`config.mk`:
```
export PLATFORM = sky130hd
export DESIGN_NAME = param_regs
export DESIGN_NICKNAME = d
export VERILOG_FILES = /design/src/param_regs_pkg.sv /design/src/fwt_timer.sv /design/src/param_regs.sv
export SDC_FILE = /design/constraint.sdc
export NUM_CORES = 1
export LEC_CHECK = 0
export ABC_AREA = 0
export BUFFER_PORTS_ARGS = -buffer_cell sky130_fd_sc_hd__buf_2
export CORE_MARGIN = 5
export CORE_UTILIZATION = 45
export DETAILED_ROUTE_END_ITERATION = 10
export GPL_ROUTABILITY_DRIVEN = 1
export PLACE_DENSITY_LB_ADDON = 0.1
export RECOVER_POWER = 100
export SYNTH_ARGS = -nofsm -noshare
export SYNTH_HDL_FRONTEND = slang
export SYNTH_SLANG_ARGS = --single-unit
```
`constraint.sdc`:
```
create_clock -name ref_clk -period 6.78 [get_ports ref_clk]
set_clock_uncertainty 0.05 [all_clocks]
set_input_delay 1.356 -clock ref_clk [delete_from_list [all_inputs] [get_ports ref_clk]]
set_output_delay 1.356 -clock ref_clk [all_outputs]
set_load 0.01 [all_outputs]
```
`src/param_regs_pkg.sv`:
```
package param_regs_pkg;
  localparam logic [15:0] ADDR_CUSTOM_SW_LO = 16'hFFDA;
  localparam logic [15:0] ADDR_CUSTOM_SW_HI = 16'hFFDB;
  localparam logic [15:0] ADDR_WTX_LO = 16'hFFDE;
  localparam logic [15:0] ADDR_WTX_HI = 16'hFFDF;
  localparam logic [15:0] ADDR_BUF_START_LO = 16'hFFE4;
  localparam logic [15:0] ADDR_BUF_START_HI = 16'hFFE5;
  localparam logic [15:0] ADDR_FILE_OFS_LO = 16'hFFE6;
  localparam logic [15:0] ADDR_FILE_OFS_HI = 16'hFFE7;
  localparam logic [15:0] ADDR_BLOCK_LEN_LO = 16'hFFE8;
  localparam logic [15:0] ADDR_BLOCK_LEN_HI = 16'hFFE9;
  localparam logic [15:0] ADDR_HOST_RESP = 16'hFFEA;
  localparam int CUSTOM_SW_EN_BIT = 2;
  localparam logic [15:0] RST_CUSTOM_SW = 16'h0000;
  localparam logic [7:0] RST_WTX = 8'h01;
  localparam logic [15:0] RST_BUF_START = 16'h0000;
  localparam logic [15:0] RST_FILE_OFS = 16'h0000;
  localparam logic [15:0] RST_BLOCK_LEN = 16'h0000;
  localparam logic [7:0] RST_HOST_RESP = 8'h00;
  localparam logic [7:0] S_WTX_PCB = 8'hF2;
  localparam int FWT_US = 5;
  localparam int CLK_MHZ = 100;
  localparam int FWT_CYCLES = FWT_US * CLK_MHZ;

  typedef struct packed {
    logic wr;
    logic rd;
    logic [15:0] addr;
    logic [7:0] wdata;
  } host_req_t;

  typedef struct packed {
    logic start;
    logic is_update;
    logic [15:0] offset;
    logic [15:0] length;
    logic [15:0] buf_index;
  } cmd_info_t;

  typedef struct packed {
    logic valid;
    logic is_wtx;
    logic [7:0] byte1;
    logic [7:0] byte2;
  } resp_t;
endpackage

```
`src/fwt_timer.sv`:
```
`timescale 1ns/1ps
`default_nettype none
module fwt_timer #(
  parameter int CYCLES = 500
) (
  input wire logic ref_clk,
  input wire logic rst,
  input wire logic ce,
  input wire logic restart,
  input wire logic stop,
  output logic expired
);
  logic [15:0] cnt_r, cnt_nxt;
  logic run_r, run_nxt;
  logic exp_nxt;

  always_comb begin
    cnt_nxt = cnt_r;
    run_nxt = run_r;
    exp_nxt = 1'b0;
    if (restart) begin
      cnt_nxt = 16'(CYCLES - 1);
      run_nxt = 1'b1;
    end else if (stop) begin
      run_nxt = 1'b0;
    end else if (run_r) begin
      if (cnt_r == 16'h0000) begin
        run_nxt = 1'b0;
        exp_nxt = 1'b1;
      end else begin
        cnt_nxt = cnt_r - 16'h0001;
      end
    end
  end

  always_ff @(posedge ref_clk or posedge rst) begin
    if (rst) begin
      cnt_r <= 16'h0000;
      run_r <= 1'b0;
      expired <= 1'b0;
    end else if (ce) begin
      cnt_r <= cnt_nxt;
      run_r <= run_nxt;
      expired <= exp_nxt;
    end
  end
endmodule
`default_nettype wire

```
`src/param_regs.sv`:
```
`timescale 1ns/1ps
`default_nettype none
// Contract
// [RULE1] File offset of each pass-through command is reported in a 16-bit register, high byte at the upper address, reset zero.
// [RULE2] After a Read Binary the host writes the buffer index where it placed the data into the buffer-start register.
// [RULE3] On Update Binary the device loads buffer-start with the index where it stored the packet.
// [RULE4] Each reader command is answered within the negotiated frame waiting time.
// [RULE5] When that time cannot be met, an S(WTX) request goes out instead of the response.
// [RULE6] After the reader's S(WTX) response the waiting time restarts for the pending command.
// [RULE7] The S(WTX) INF byte is the low byte of the wait-extension register, which resets to one.
// [RULE8] The host writes zeros to the reserved upper wait-extension byte, which resets to zero.
// [RULE9] Every Select, Read Binary or Update Binary response ends with a two-byte status word.
// [RULE10] By default the device chooses the status word from fixed internal values; here it comes from the default_sw input port.
// [RULE11] With custom status enabled the custom status register supplies the status word.
// [RULE12] SW1 comes from the upper custom status byte and SW2 from the lower, both reset zero.
// [RULE13] No boundary-scan test access is provided.
// [RULE14] The host enables custom status through bit 2 of the host response register.
// [RULE15] Block length of each command is reported in a 16-bit register, high byte upper.
// [RULE16] The host writes buffer-start and custom status before signalling service done.
module param_regs (
  input wire logic ref_clk,
  input wire logic rst,
  input wire logic ce,
  input wire param_regs_pkg::host_req_t host_req,
  output logic [7:0] host_rdata,
  output logic host_rvalid,
  input wire param_regs_pkg::cmd_info_t cmd_info,
  input wire logic resp_ready,
  input wire logic [15:0] default_sw,
  input wire logic wtx_ack,
  output param_regs_pkg::resp_t resp,
  output logic custom_status_enable,
  output logic [15:0] buffer_start
);
  import param_regs_pkg::*;

  // [RULE13] No test access port exists in this block.
  typedef enum {ST_IDLE, ST_WAIT, ST_WTX} st_t;
  st_t st_r, st_nxt;

  logic [15:0] file_ofs_r, file_ofs_nxt;
  logic [15:0] block_len_r, block_len_nxt;
  logic [15:0] buf_start_r, buf_start_nxt;
  logic [15:0] custom_sw_r, custom_sw_nxt;
  logic [7:0] wtx_lo_r, wtx_lo_nxt;
  logic [7:0] wtx_hi_r, wtx_hi_nxt;
  logic [7:0] host_resp_r, host_resp_nxt;
  logic [7:0] rdata_nxt;
  logic rvalid_nxt;
  resp_t resp_nxt;
  logic timer_restart;
  logic timer_stop;
  logic timer_expired;

  function automatic logic [15:0] put_byte(input logic [15:0] cur,
                                           input logic hi,
                                           input logic [7:0] b);
    put_byte = hi ? {b, cur[7:0]} : {cur[15:8], b};
  endfunction

  function automatic logic hit(input logic [15:0] a,
                               input logic [15:0] lo,
                               input logic [15:0] hi);
    hit = (a == lo) || (a == hi);
  endfunction

  fwt_timer #(.CYCLES(FWT_CYCLES)) u_fwt (
    .ref_clk(ref_clk),
    .rst(rst),
    .ce(ce),
    .restart(timer_restart),
    .stop(timer_stop),
    .expired(timer_expired)
  );

  // Register file: host writes, device-side updates from commands
  always_comb begin
    logic hi;
    hi = 1'b0;
    file_ofs_nxt = file_ofs_r;
    block_len_nxt = block_len_r;
    buf_start_nxt = buf_start_r;
    custom_sw_nxt = custom_sw_r;
    wtx_lo_nxt = wtx_lo_r;
    wtx_hi_nxt = wtx_hi_r;
    host_resp_nxt = host_resp_r;
    if (host_req.wr) begin
      hi = host_req.addr[0];
      if (hit(host_req.addr, ADDR_FILE_OFS_LO, ADDR_FILE_OFS_HI)) begin
        file_ofs_nxt = put_byte(file_ofs_r, hi, host_req.wdata);
      end
      if (hit(host_req.addr, ADDR_BLOCK_LEN_LO, ADDR_BLOCK_LEN_HI)) begin
        block_len_nxt = put_byte(block_len_r, hi, host_req.wdata);
      end
      if (hit(host_req.addr, ADDR_BUF_START_LO, ADDR_BUF_START_HI)) begin
        buf_start_nxt = put_byte(buf_start_r, hi, host_req.wdata); // RULE2
      end
      if (hit(host_req.addr, ADDR_CUSTOM_SW_LO, ADDR_CUSTOM_SW_HI)) begin
        custom_sw_nxt = put_byte(custom_sw_r, hi, host_req.wdata);
      end
      if (host_req.addr == ADDR_WTX_LO) begin
        wtx_lo_nxt = host_req.wdata;
      end
      if (host_req.addr == ADDR_WTX_HI) begin
        wtx_hi_nxt = host_req.wdata; // RULE8
      end
      if (host_req.addr == ADDR_HOST_RESP) begin
        host_resp_nxt = host_req.wdata; // RULE14
      end
    end
    // Command capture wins over a host write in the same cycle
    if (cmd_info.start) begin
      file_ofs_nxt = cmd_info.offset; // RULE1
      block_len_nxt = cmd_info.length; // RULE15
      if (cmd_info.is_update) begin
        buf_start_nxt = cmd_info.buf_index; // RULE3
      end
    end
  end

  // Host read port, one cycle latency, unmapped reads return zero
  always_comb begin
    rvalid_nxt = host_req.rd;
    rdata_nxt = 8'h00;
    if (host_req.rd) begin
      unique case (host_req.addr)
        ADDR_FILE_OFS_LO: rdata_nxt = file_ofs_r[7:0];
        ADDR_FILE_OFS_HI: rdata_nxt = file_ofs_r[15:8];
        ADDR_BLOCK_LEN_LO: rdata_nxt = block_len_r[7:0];
        ADDR_BLOCK_LEN_HI: rdata_nxt = block_len_r[15:8];
        ADDR_BUF_START_LO: rdata_nxt = buf_start_r[7:0];
        ADDR_BUF_START_HI: rdata_nxt = buf_start_r[15:8];
        ADDR_CUSTOM_SW_LO: rdata_nxt = custom_sw_r[7:0];
        ADDR_CUSTOM_SW_HI: rdata_nxt = custom_sw_r[15:8];
        ADDR_WTX_LO: rdata_nxt = wtx_lo_r;
        ADDR_WTX_HI: rdata_nxt = wtx_hi_r;
        ADDR_HOST_RESP: rdata_nxt = host_resp_r;
        default: rdata_nxt = 8'h00;
      endcase
    end
  end

  // Response sequencing against the frame waiting time
  always_comb begin
    st_nxt = st_r;
    resp_nxt = '0;
    timer_restart = 1'b0;
    timer_stop = 1'b0;
    unique case (st_r)
      ST_IDLE: begin
        if (cmd_info.start) begin
          st_nxt = ST_WAIT;
          timer_restart = 1'b1; // RULE4
        end
      end
      ST_WAIT: begin
        if (resp_ready) begin
          resp_nxt.valid = 1'b1; // RULE9
          if (host_resp_r[CUSTOM_SW_EN_BIT]) begin
            resp_nxt.byte1 = custom_sw_r[15:8]; // RULE11 RULE12
            resp_nxt.byte2 = custom_sw_r[7:0]; // RULE12
          end else begin
            resp_nxt.byte1 = default_sw[15:8]; // RULE10
            resp_nxt.byte2 = default_sw[7:0];
          end
          timer_stop = 1'b1;
          st_nxt = ST_IDLE;
        end else if (timer_expired) begin
          resp_nxt.valid = 1'b1; // RULE5
          resp_nxt.is_wtx = 1'b1;
          resp_nxt.byte1 = S_WTX_PCB;
          resp_nxt.byte2 = wtx_lo_r; // RULE7
          st_nxt = ST_WTX;
        end
      end
      ST_WTX: begin
        if (wtx_ack) begin
          timer_restart = 1'b1; // RULE6
          st_nxt = ST_WAIT;
        end
      end
    endcase
  end

  always_ff @(posedge ref_clk or posedge rst) begin
    if (rst) begin
      st_r <= ST_IDLE;
      file_ofs_r <= RST_FILE_OFS;
      block_len_r <= RST_BLOCK_LEN;
      buf_start_r <= RST_BUF_START;
      custom_sw_r <= RST_CUSTOM_SW;
      wtx_lo_r <= RST_WTX;
      wtx_hi_r <= 8'h00;
      host_resp_r <= RST_HOST_RESP;
      host_rdata <= 8'h00;
      host_rvalid <= 1'b0;
      resp <= '0;
      custom_status_enable <= 1'b0;
      buffer_start <= RST_BUF_START;
    end else if (ce) begin
      st_r <= st_nxt;
      file_ofs_r <= file_ofs_nxt;
      block_len_r <= block_len_nxt;
      buf_start_r <= buf_start_nxt;
      custom_sw_r <= custom_sw_nxt;
      wtx_lo_r <= wtx_lo_nxt;
      wtx_hi_r <= wtx_hi_nxt;
      host_resp_r <= host_resp_nxt;
      host_rdata <= rdata_nxt;
      host_rvalid <= rvalid_nxt;
      resp <= resp_nxt;
      custom_status_enable <= host_resp_nxt[CUSTOM_SW_EN_BIT];
      buffer_start <= buf_start_nxt;
    end
  end
endmodule
`default_nettype wire

```
**After elaboration in Yosys (flattened, before gate mapping)**

Cells that the tools add are included.

- Memory bits (writable): 0
- Bits in latches: 0
- Word-level logic and storage cells: 106
- ROM bits: 0
- Register bits after elaboration: 165
- Output and inout bits: 44
- Bits of input ports: 97
- Memories: 0

- Bitwise logic cells: 1
- Muxes and demuxes: 42
- Reduce and logical (&&, ||, !) cells: 22
- Shifts and indexed selects: 0
- Add/subtract/negate cells: 1
- Div/mod/pow operators: 0
- Equality and inequality tests: 19
- Multipliers: 0
- Order comparisons: 0

Operators by type and width:

| kind | count |
|---|---|
| 2-to-1 mux 16 bit | 18 |
| == test 16 bit, second input constant | 11 |
| 2-to-1 mux 32 bit | 4 |
| case mux 32 bit (3 select lines) | 1 |
| case mux 8 bit (11 select lines) | 1 |
| 2-to-1 mux 18 bit | 2 |
| == test 32 x 1 -> 1 bit, second input constant | 1 |
| == test 32 x 2 -> 1 bit, second input constant | 1 |
| logical NOT 32 bit | 1 |
| AND reduction 4 bit | 8 |
| logical NOT 16 bit | 1 |
| subtractor 16 x 1 -> 16 bit, second input constant | 1 |
| 2-to-1 mux 1 bit | 14 |
| nonzero test 2 bit | 5 |
| AND reduction 3 bit | 3 |
| 2-to-1 mux 8 bit | 1 |
| != test 2 bit, second input constant | 4 |
| logical OR 1 bit | 4 |
| != test 3 x 2 -> 1 bit, second input constant | 1 |
| != test 2 x 1 -> 1 bit, second input constant | 1 |
| case mux 1 bit (2 select lines) | 1 |
| NOT 1 bit | 1 |

**Logic depth before layout (Yosys ltp)**

Gate-level depths: netlist of the first run.

- Depth after elaboration: 6
- Depth in mapped cells: 8
- Depth with buffers taken out: 8

**Modules after synthesis**

Synthesis of the first run repeated with hierarchy kept, for this count alone.

- Cells, all modules: 666
- Area total of the unflattened synthesis: 7430.9 um2

Modules (own cells, without submodules):

| module | cells an instance | times used | seq. area each (um2) | area each (um2) |
|---|---|---|---|---|
| param_regs | 555 | 1 | 2929.1 | 6377.4 |
| fwt_timer | 111 | 1 | 450.4 | 1053.5 |

**Least setup slack after synthesis of the first run**

OpenSTA, ideal clock, no wires.

- Kind: in2reg
- Start: input host_req[19] (netlist name)
- End: register wtx_lo_r[1]
- Slack: 3729 ps
- Data arrival time: 2876 ps
- Path buffers: 1
- Setup time: 125 ps
- Data required time: 6605 ps
- Stages on the path: 5
- Cell sequence: nand4_2 -> buf_4 -> or3_1 -> nor3_4 -> mux2_2

- Cells in the longest elaborated chain, start to end: 2

Ends and longest elaborated chain:

| what | RTL line | source |
|---|---|---|
| start, declared | param_regs.sv:24 | `input wire param_regs_pkg::host_req_t host_req,` |
| == test 16 bit | param_regs.sv:101 | `if (host_req.addr == ADDR_WTX_LO) begin` |
| AND reduction 3 bit (no line) | n/a |  |
| end signal, assigned | param_regs.sv:206 | `wtx_lo_r <= wtx_lo_nxt;` |
| end, declared | param_regs.sv:45 | `logic [7:0] wtx_lo_r, wtx_lo_nxt;` |

No other way between the ends.
A chain may end at the register's enable or synchronous reset.

**Worst setup path in the final report of the first run**

- Start: input ce
- End: register host_resp_r[0]

- Cells in the longest elaborated chain, start to end: 1

Ends and longest elaborated chain:

| what | RTL line | source |
|---|---|---|
| start, declared | param_regs.sv:23 | `input wire logic ce,` |
| AND reduction 3 bit (no line) | n/a |  |
| end signal, assigned | param_regs.sv:208 | `host_resp_r <= host_resp_nxt;` |
| end, declared | param_regs.sv:47 | `logic [7:0] host_resp_r, host_resp_nxt;` |

No other way between the ends.

==> metrics.md, run 1 <==
| Metric | Value |
|---|---|
| Worst min-delay path class | `flop to flop` |
| Final worst path period share | `0.640` |
| H-tree levels | `4` |
| Worst slew pin tran | `around 3.1 ns` |
| Most frequent cells in the layout | `134 x dfrtp_1, 95 x buf_2, 72 x nor2_1` |
| Mapped Cells | `661` |
| Net switching power figure | `586 uW` |
| Area of the multi-input gates | `0.00333 mm^2` |
| Met1 Use GR | `0.332` |
| Distinct cells, synth | `67` |
| Power Internal | `roughly 1600 uW` |
| Yosys warns | `0` |
| Total track usage | `0.248` |
| Synth Cell Area | `0.00701 mm^2` |
| CTS buffer count | `17` |
| Starting Density | `0.460` |
| Clock latency on the worst-skew pair | `between 0.4 and 0.5 ns` |
| Areal power density over the cells | `around 260 mW/mm^2` |
| CP Cell Sequence | `clkbuf_1 -> nand2_1 -> nor4_1 -> mux2_2` |
| CP peak stage delay | `~1.5 ns` |
| Final net count | `876` |
| CTS resizes | `0` |
| Final TNS setup | `0 ns` |
| IO Port Bufs | `140` |
| Hold-fix buffers, CTS | `0` |
| Boundary pin count | `between 100 and 150` |
| Vias per cell | `5.93` |
| Status | `finished with violations` |
| Via count | `around 5900` |
| Syn Nets | `760` |
| Met3 GRT Util | `0.0652` |
| Met2 global-route usage | `0.394` |
| Synthesized area per cell | `10.6 um^2` |
| EDFF count, synth | `0` |
| Cell Area, Placed | `0.00781 mm^2` |
| DRT Wirelength | `around 22000 um` |
| Critical path class | `primary input to flop` |
| Fin crit period | `4.34 ns` |
| Data required, critical path | `7.03 ns` |
| Seq/Total Area, Yosys | `0.482` |
| Comb power frac | `0.132` |
| Peak supply drop | `between 0.15 and 0.2 mV` |
| Total gr overflow | `0` |
| Worst Path Arrival | `approximately 4.6 ns` |
| Clock root cell | `clkbuf_16` |
| Area growth from synthesis to final layout | `17.9%` |
| FF/Latch Area | `0.00338 mm^2` |
| Initial antenna violation count | `1` |
| Worst Setup End Kind | `flop` |
| Post-CTS Setup Inserts | `0` |
| Hpwl dp | `~16000 um` |
| Finish-stage setup viols | `0` |
| Routability cong. | `0.897` |
| Yosys reg bits | `135` |
| Most Crowded Layer GR | `met2` |
| Die X | `135 um` |
| Ys flop type | `dfrtp_1` |
| Unrepaired setup endpoints after global routing | `no` |
| Placeable Area | `0.0153 mm^2` |
| Slowest CP cell | `nor4_1` |
| Sequential share of power | `0.434` |
| Clock sink total | `135` |
| CTS tree | `done` |
| Site Rows | `45` |
| Vias in the first global route | `about 6000` |
| Max clock buf depth | `2` |
| Static Leak | `0.00348 uW` |
| Hold Vio Cnt, Final | `0` |
| Max Cap Viol | `2` |
| N_diodes | `0` |
| Sw Ratio | `0.270` |
| Largest net degree at the start of global routing | `78` |
| Failing checks | `capacitance limit, slew limit` |
| Clk pwr share | `0.433` |
| TritonRoute pass-1 iters | `4` |
| Post-DRT Antenna Nets | `0` |
| Worst-path fanout max | `30` |
| Die height | `135 um` |
| Die Area | `0.0182 mm^2` |
| Startpoint Class | `primary input` |
| Share of cells above drive strength 1 | `0.257` |
| Slew Limit Fails | `68` |
| Drt wl/cell | `22.1 um` |
| CTS clock-pin slew for the worst setup and hold paths | `0.06 ns` |
| Max Fclk | `0.230 GHz` |
| First-pass GRT wire length | `34400 um` |
| Commonest non-fill, non-tap cell in the layout | `dfrtp_1` |
| Detailed-route DRC error count | `0` |
| DRT iter0 DRCs | `around 420` |
| Fraction of registers with async set/reset | `1.00` |
| Finished Cell Area | `0.00827 mm^2` |
| Worst slew margin | `-1.10` |
| Fillers | `1422` |
==> metrics by stage <==
step	worst slack (ns)	std cells	power [uW]	hold WS, ns	utilization
floorplan	1.76	661	1120	0.424	-
global placement	3.04	969	1240	0.421	0.512
detailed placement	2.99	969	1250	0.419	0.512
CTS	3.43	1001	2190	0.435	0.550
global route	2.03	1001	2260	0.443	0.542
finish	2.44	1001	2170	0.433	0.542
==> layer usage <==
layer / share of wire / up-vias / routed length, um
li1: - / 2728 / -
met1: 0.44 / 2954 / 9810
met2: 0.47 / 222 / 10400
met3: 0.068 / 28 / 1510
met4: 0.021 / 2 / 456
met5: 0.00059 / - / 13
==> flip-flops by register name, summed over array words and instances (netlist names) <==
register / flops
st_r: 2
wtx_lo_r: 8
host_rdata: 8
host_rvalid: 1
custom_sw_r: 16
wtx_hi_r: 8
host_resp_r: 8
u_fwt.run_r: 1
resp: 18
u_fwt.cnt_r: 16
block_len_r: 16
buf_start_r: 16
file_ofs_r: 16
u_fwt.expired: 1
==> power groups by stage <==
| stage | clock network [uW] | registers (uW) | logic [uW] |
|---|---|---|---|
| 2_1_floorplan | 0 | 947 | 177 |
| 3_3_place_gp | 0 | 950 | 290 |
| 3_5_place_dp | 0 | 954 | 298 |
| 4_1_cts | 947 | 940 | 299 |
| 5_1_grt | 985 | 951 | 322 |
| 6_report | 939 | 942 | 287 |
==> critical path: cells and delay by family <==
| family | cells | cell delay [ns] |
|---|---|---|
| buf+inv | 1 | 1.04 |
| mux | 1 | 0.44 |
| simple gates | 2 | 1.75 |
==> Yosys cell counts (4+ instances only) <==
master / number / area [um^2]
and3_1: 7 / 43.8
nor4_1: 8 / 50.1
dfrtp_1: 134 / 3350
a221oi_1: 4 / 35.0
nor4_2: 6 / 75.1
a22oi_1: 51 / 383
o21ai_0: 7 / 35.0
buf_2: 9 / 45.0
a32oi_1: 9 / 78.8
xnor2_1: 5 / 43.8
nand3_1: 9 / 45.0
clkbuf_1: 30 / 113
xor2_1: 6 / 52.6
mux2i_1: 17 / 170
nand2_1: 35 / 131
a221o_1: 10 / 100
nand2b_1: 4 / 25.0
mux2_2: 47 / 529
o22ai_1: 18 / 113
a31oi_1: 4 / 25.0
nor4_4: 4 / 85.1
nor3_1: 18 / 90.1
inv_1: 7 / 26.3
o31ai_1: 7 / 52.6
nor2_1: 68 / 255
a21oi_1: 64 / 320
==> kinds of logic (layout without fill, tap and decap cells) <==
logic type / count (synthesis) / in the layout / share of synthesized area
fa+ha+maj: 2 / 2 / 0.00357
buf+inv: 55 / 184 / 0.0350
xor+xnor: 11 / 11 / 0.0137
mux: 67 / 67 / 0.109
compound gates: 191 / 191 / 0.187
simple gates: 200 / 200 / 0.169
flops: 135 / 135 / 0.482
==> worst paths after layout <==
check | from | to | slack [ns] | depth (start not counted)
min in group asynchronous | rst | resp[13] | 1.24 | 3
worst min register to register | resp[16] | resp[16] | 0.43 | 1
worst max-delay path | ce | host_resp_r[0] | 2.44 | 4
worst max register to register | st_r[0] | u_fwt.cnt_r[14] | 4.34 | 5
max in group asynchronous | rst | block_len_r[4] | 2.78 | 3
worst min-delay path | resp[16] | resp[16] | 0.43 | 1
==> cell type report <==
type | count | area share
sequential | 135 | 0.409
multi-input combinational | 471 | 0.403
timing repair buffer | 145 | 0.0815
clock buffer | 23 | 0.0566
tap | 211 | 0.0319
clock inverter | 9 | 0.0150
inverter | 7 | 0.00333
No activity file was read; power rests on OpenSTA's default activity.
==> run 2, diff against run 1 <==
- clock period: 6.78 -> 4.3 ns (I/O delays scaled with it)
==> run 2 against run 1 <==
Effect of this change:
- global-route usage is 0.42 points lower
- count of clock-buffer cells in the layout fell by 4
- routed wire length is 1.5% lower
- sequential power grew 57%
- setup slack got worse by 1.6 ns
- critical path depth increased by 1
- the run still ends with capacitance limit, slew limit left
- hold slack got worse by 0.0047 ns
- register-to-register slack worse by 2.7 ns
- die area unchanged
- first-iteration DRC count decreased by 3.8%
- sequential share of layout area rose by 0.19 points
==> metrics.md, run 2 (synthesis results as in run 1) <==
| Metric | Value |
|---|---|
| Area growth from synthesis to final layout | `17.4%` |
| First-pass GRT wire length | `33800 um` |
| Hold Vio Cnt, Final | `0` |
| Worst Path Arrival | `3.76 ns` |
| IO Port Bufs | `140` |
| Unrepaired setup endpoints after global routing | `no` |
| Final net count | `877` |
| Drt wl/cell | `21.8 um` |
| Initial antenna violation count | `2` |
| Commonest non-fill, non-tap cell in the layout | `dfrtp_1` |
| Reg-to-Reg End | `u_fwt.cnt_r[12]` |
| Status | `finished with violations` |
| Via count | `5970` |
| Hpwl dp | `15900 um` |
| Hold-fix buffers, CTS | `0` |
| Inst Count DP | `970` |
| Clock latency on the worst-skew pair | `~0.42 ns` |
| Total track usage | `0.243` |
| H-tree levels | `4` |
| CTS tree | `done` |
| Routability cong. | `roughly 0.84` |
| Areal power density over the cells | `407 mW/mm^2` |
| Vias in the first global route | `~6000` |
| Share of cells above drive strength 1 | `0.256` |
| Fillers | `approximately 1400` |
| Biggest register | `resp` |
| Critical R2R Launch | `u_fwt.cnt_r[10]` |
| Die height | `135 um` |
| Peak supply drop | `0.283 mV` |
| Worst min-delay path class | `flop to flop` |
| Site Rows | `45` |
| Slew Limit Fails | `111` |
| Failing checks | `capacitance limit, slew limit` |
| Worst-path fanout max | `15` |
| Post-CTS Setup Inserts | `0` |
| Max clock buf depth | `2` |
| Final TNS setup | `0 ns` |
| Hold Path Origin | `resp[16]` |
| Worst reg-to-reg path cell count | `6` |
| Max Fclk | `0.285 GHz` |
| Die X | `135 um` |
| Starting Density | `0.460` |
| Data required, critical path | `approximately 4.6 ns` |
| CTS resizes | `0` |
| Post-DRT Antenna Nets | `0` |
| Vias per cell | `5.96` |
| Static Leak | `0.00345 uW` |
| TritonRoute pass-1 iters | `5` |
| Hold Path Depth | `1` |
| Worst slew pin tran | `1.94 ns` |
| Boundary pin count | `141` |
| Die Area | `0.0182 mm^2` |
| CTS buffer count | `17` |
| Clock root cell | `clkbuf_16` |
| Final worst path period share | `0.815` |
| Critical path class | `primary input to flop` |
| Finish-stage setup viols | `0` |
| Reg-to-reg slack, setup | `1.60 ns` |
| Final instance count without filler cells | `1002` |
| Post-route setup slack | `0.797 ns` |
| Hold_ws | `between 0.4 and 0.5 ns` |
| Setup WS pre-CTS | `0.896 ns` |
| DRT Wirelength | `21800 um` |
| Placeable Area | `0.0153 mm^2` |
| Hold Path Sink | `resp[16]` |
| Worst Setup End Kind | `flop` |
| Max Cap Viol | `2` |
| Startpoint Class | `primary input` |
| CTS clock-pin slew for the worst setup and hold paths | `0.06 ns` |
| Detailed-route DRC error count | `0` |
| Fin crit period | `3.50 ns` |
| DRT iter0 DRCs | `between 400 and 500` |
| Worst slew margin | `-0.295` |
| Most frequent cells in the layout | `134 x dfrtp_1, 95 x buf_2, 70 x nor2_1` |
| Clock sink total | `~140` |
| Largest net degree at the start of global routing | `75` |
| Largest register FFs | `18` |
| Total gr overflow | `0` |
[run 2: final cells by class]
class | instances | area (um^2) | share of cell area
Clock inverter | 12 | 129 | 0.0157
Multi-Input combinational cell | 471 | 3310 | 0.402
Inverter | 7 | 27.5 | 0.00334
Antenna cell | 1 | 2.50 | 0.000304
Timing Repair Buffer | 146 | 679 | 0.0825
Sequential cell | 135 | 3380 | 0.410
Clock buffer | 19 | 443 | 0.0538
Tap cell | 211 | 264 | 0.0321
[run 2: through the flow]
stage / total power [uW] / area (um^2) / util
6_report: 3350 / 8230 / 0.540
5_1_grt: 3490 / 8230 / 0.540
4_1_cts: 3380 / 8400 / 0.550
3_5_place_dp: 1970 / 7830 / 0.513
3_3_place_gp: 1950 / 7830 / 0.513
2_1_floorplan: 1770 / 7020 / -
[run 2: routing by layer]
layer	global-route usage	vias up	wire [um]
met2	0.386	215	10300
met3	0.0674	31	1410
met4	0.0656	2	427
li1	-	2742	-
met1	0.330	2980	9650
met5	0	-	7
[run 2: where the power goes]
| part | switching [uW] | internal [uW] | total [uW] |
|---|---|---|---|
| Sequential | 99.3 | 1380 | 1480 |
| Combinational | 280 | 172 | 452 |
| Clock | 552 | 861 | 1410 |
[run 2: worst max path at each step]
stage,startpoint,end,slack (ns),depth (start not counted)
after floorplan,rst,block_len_r[0],1.71,1
after global placement,host_req[19],host_rdata[4],0.99,6
after detailed placement,ce,u_fwt.cnt_r[0],0.90,6
after CTS,ce,u_fwt.cnt_r[1],1.35,6
after global routing,rst,wtx_hi_r[4],0.60,3
final,host_req[19],wtx_lo_r[1],0.80,5
[run 2: critical path: stages]
cell,delay (ns)
buf_2,0.07
nand4_1,0.67
or3_1,0.69
nor3_1,1.04
mux2_2,0.42
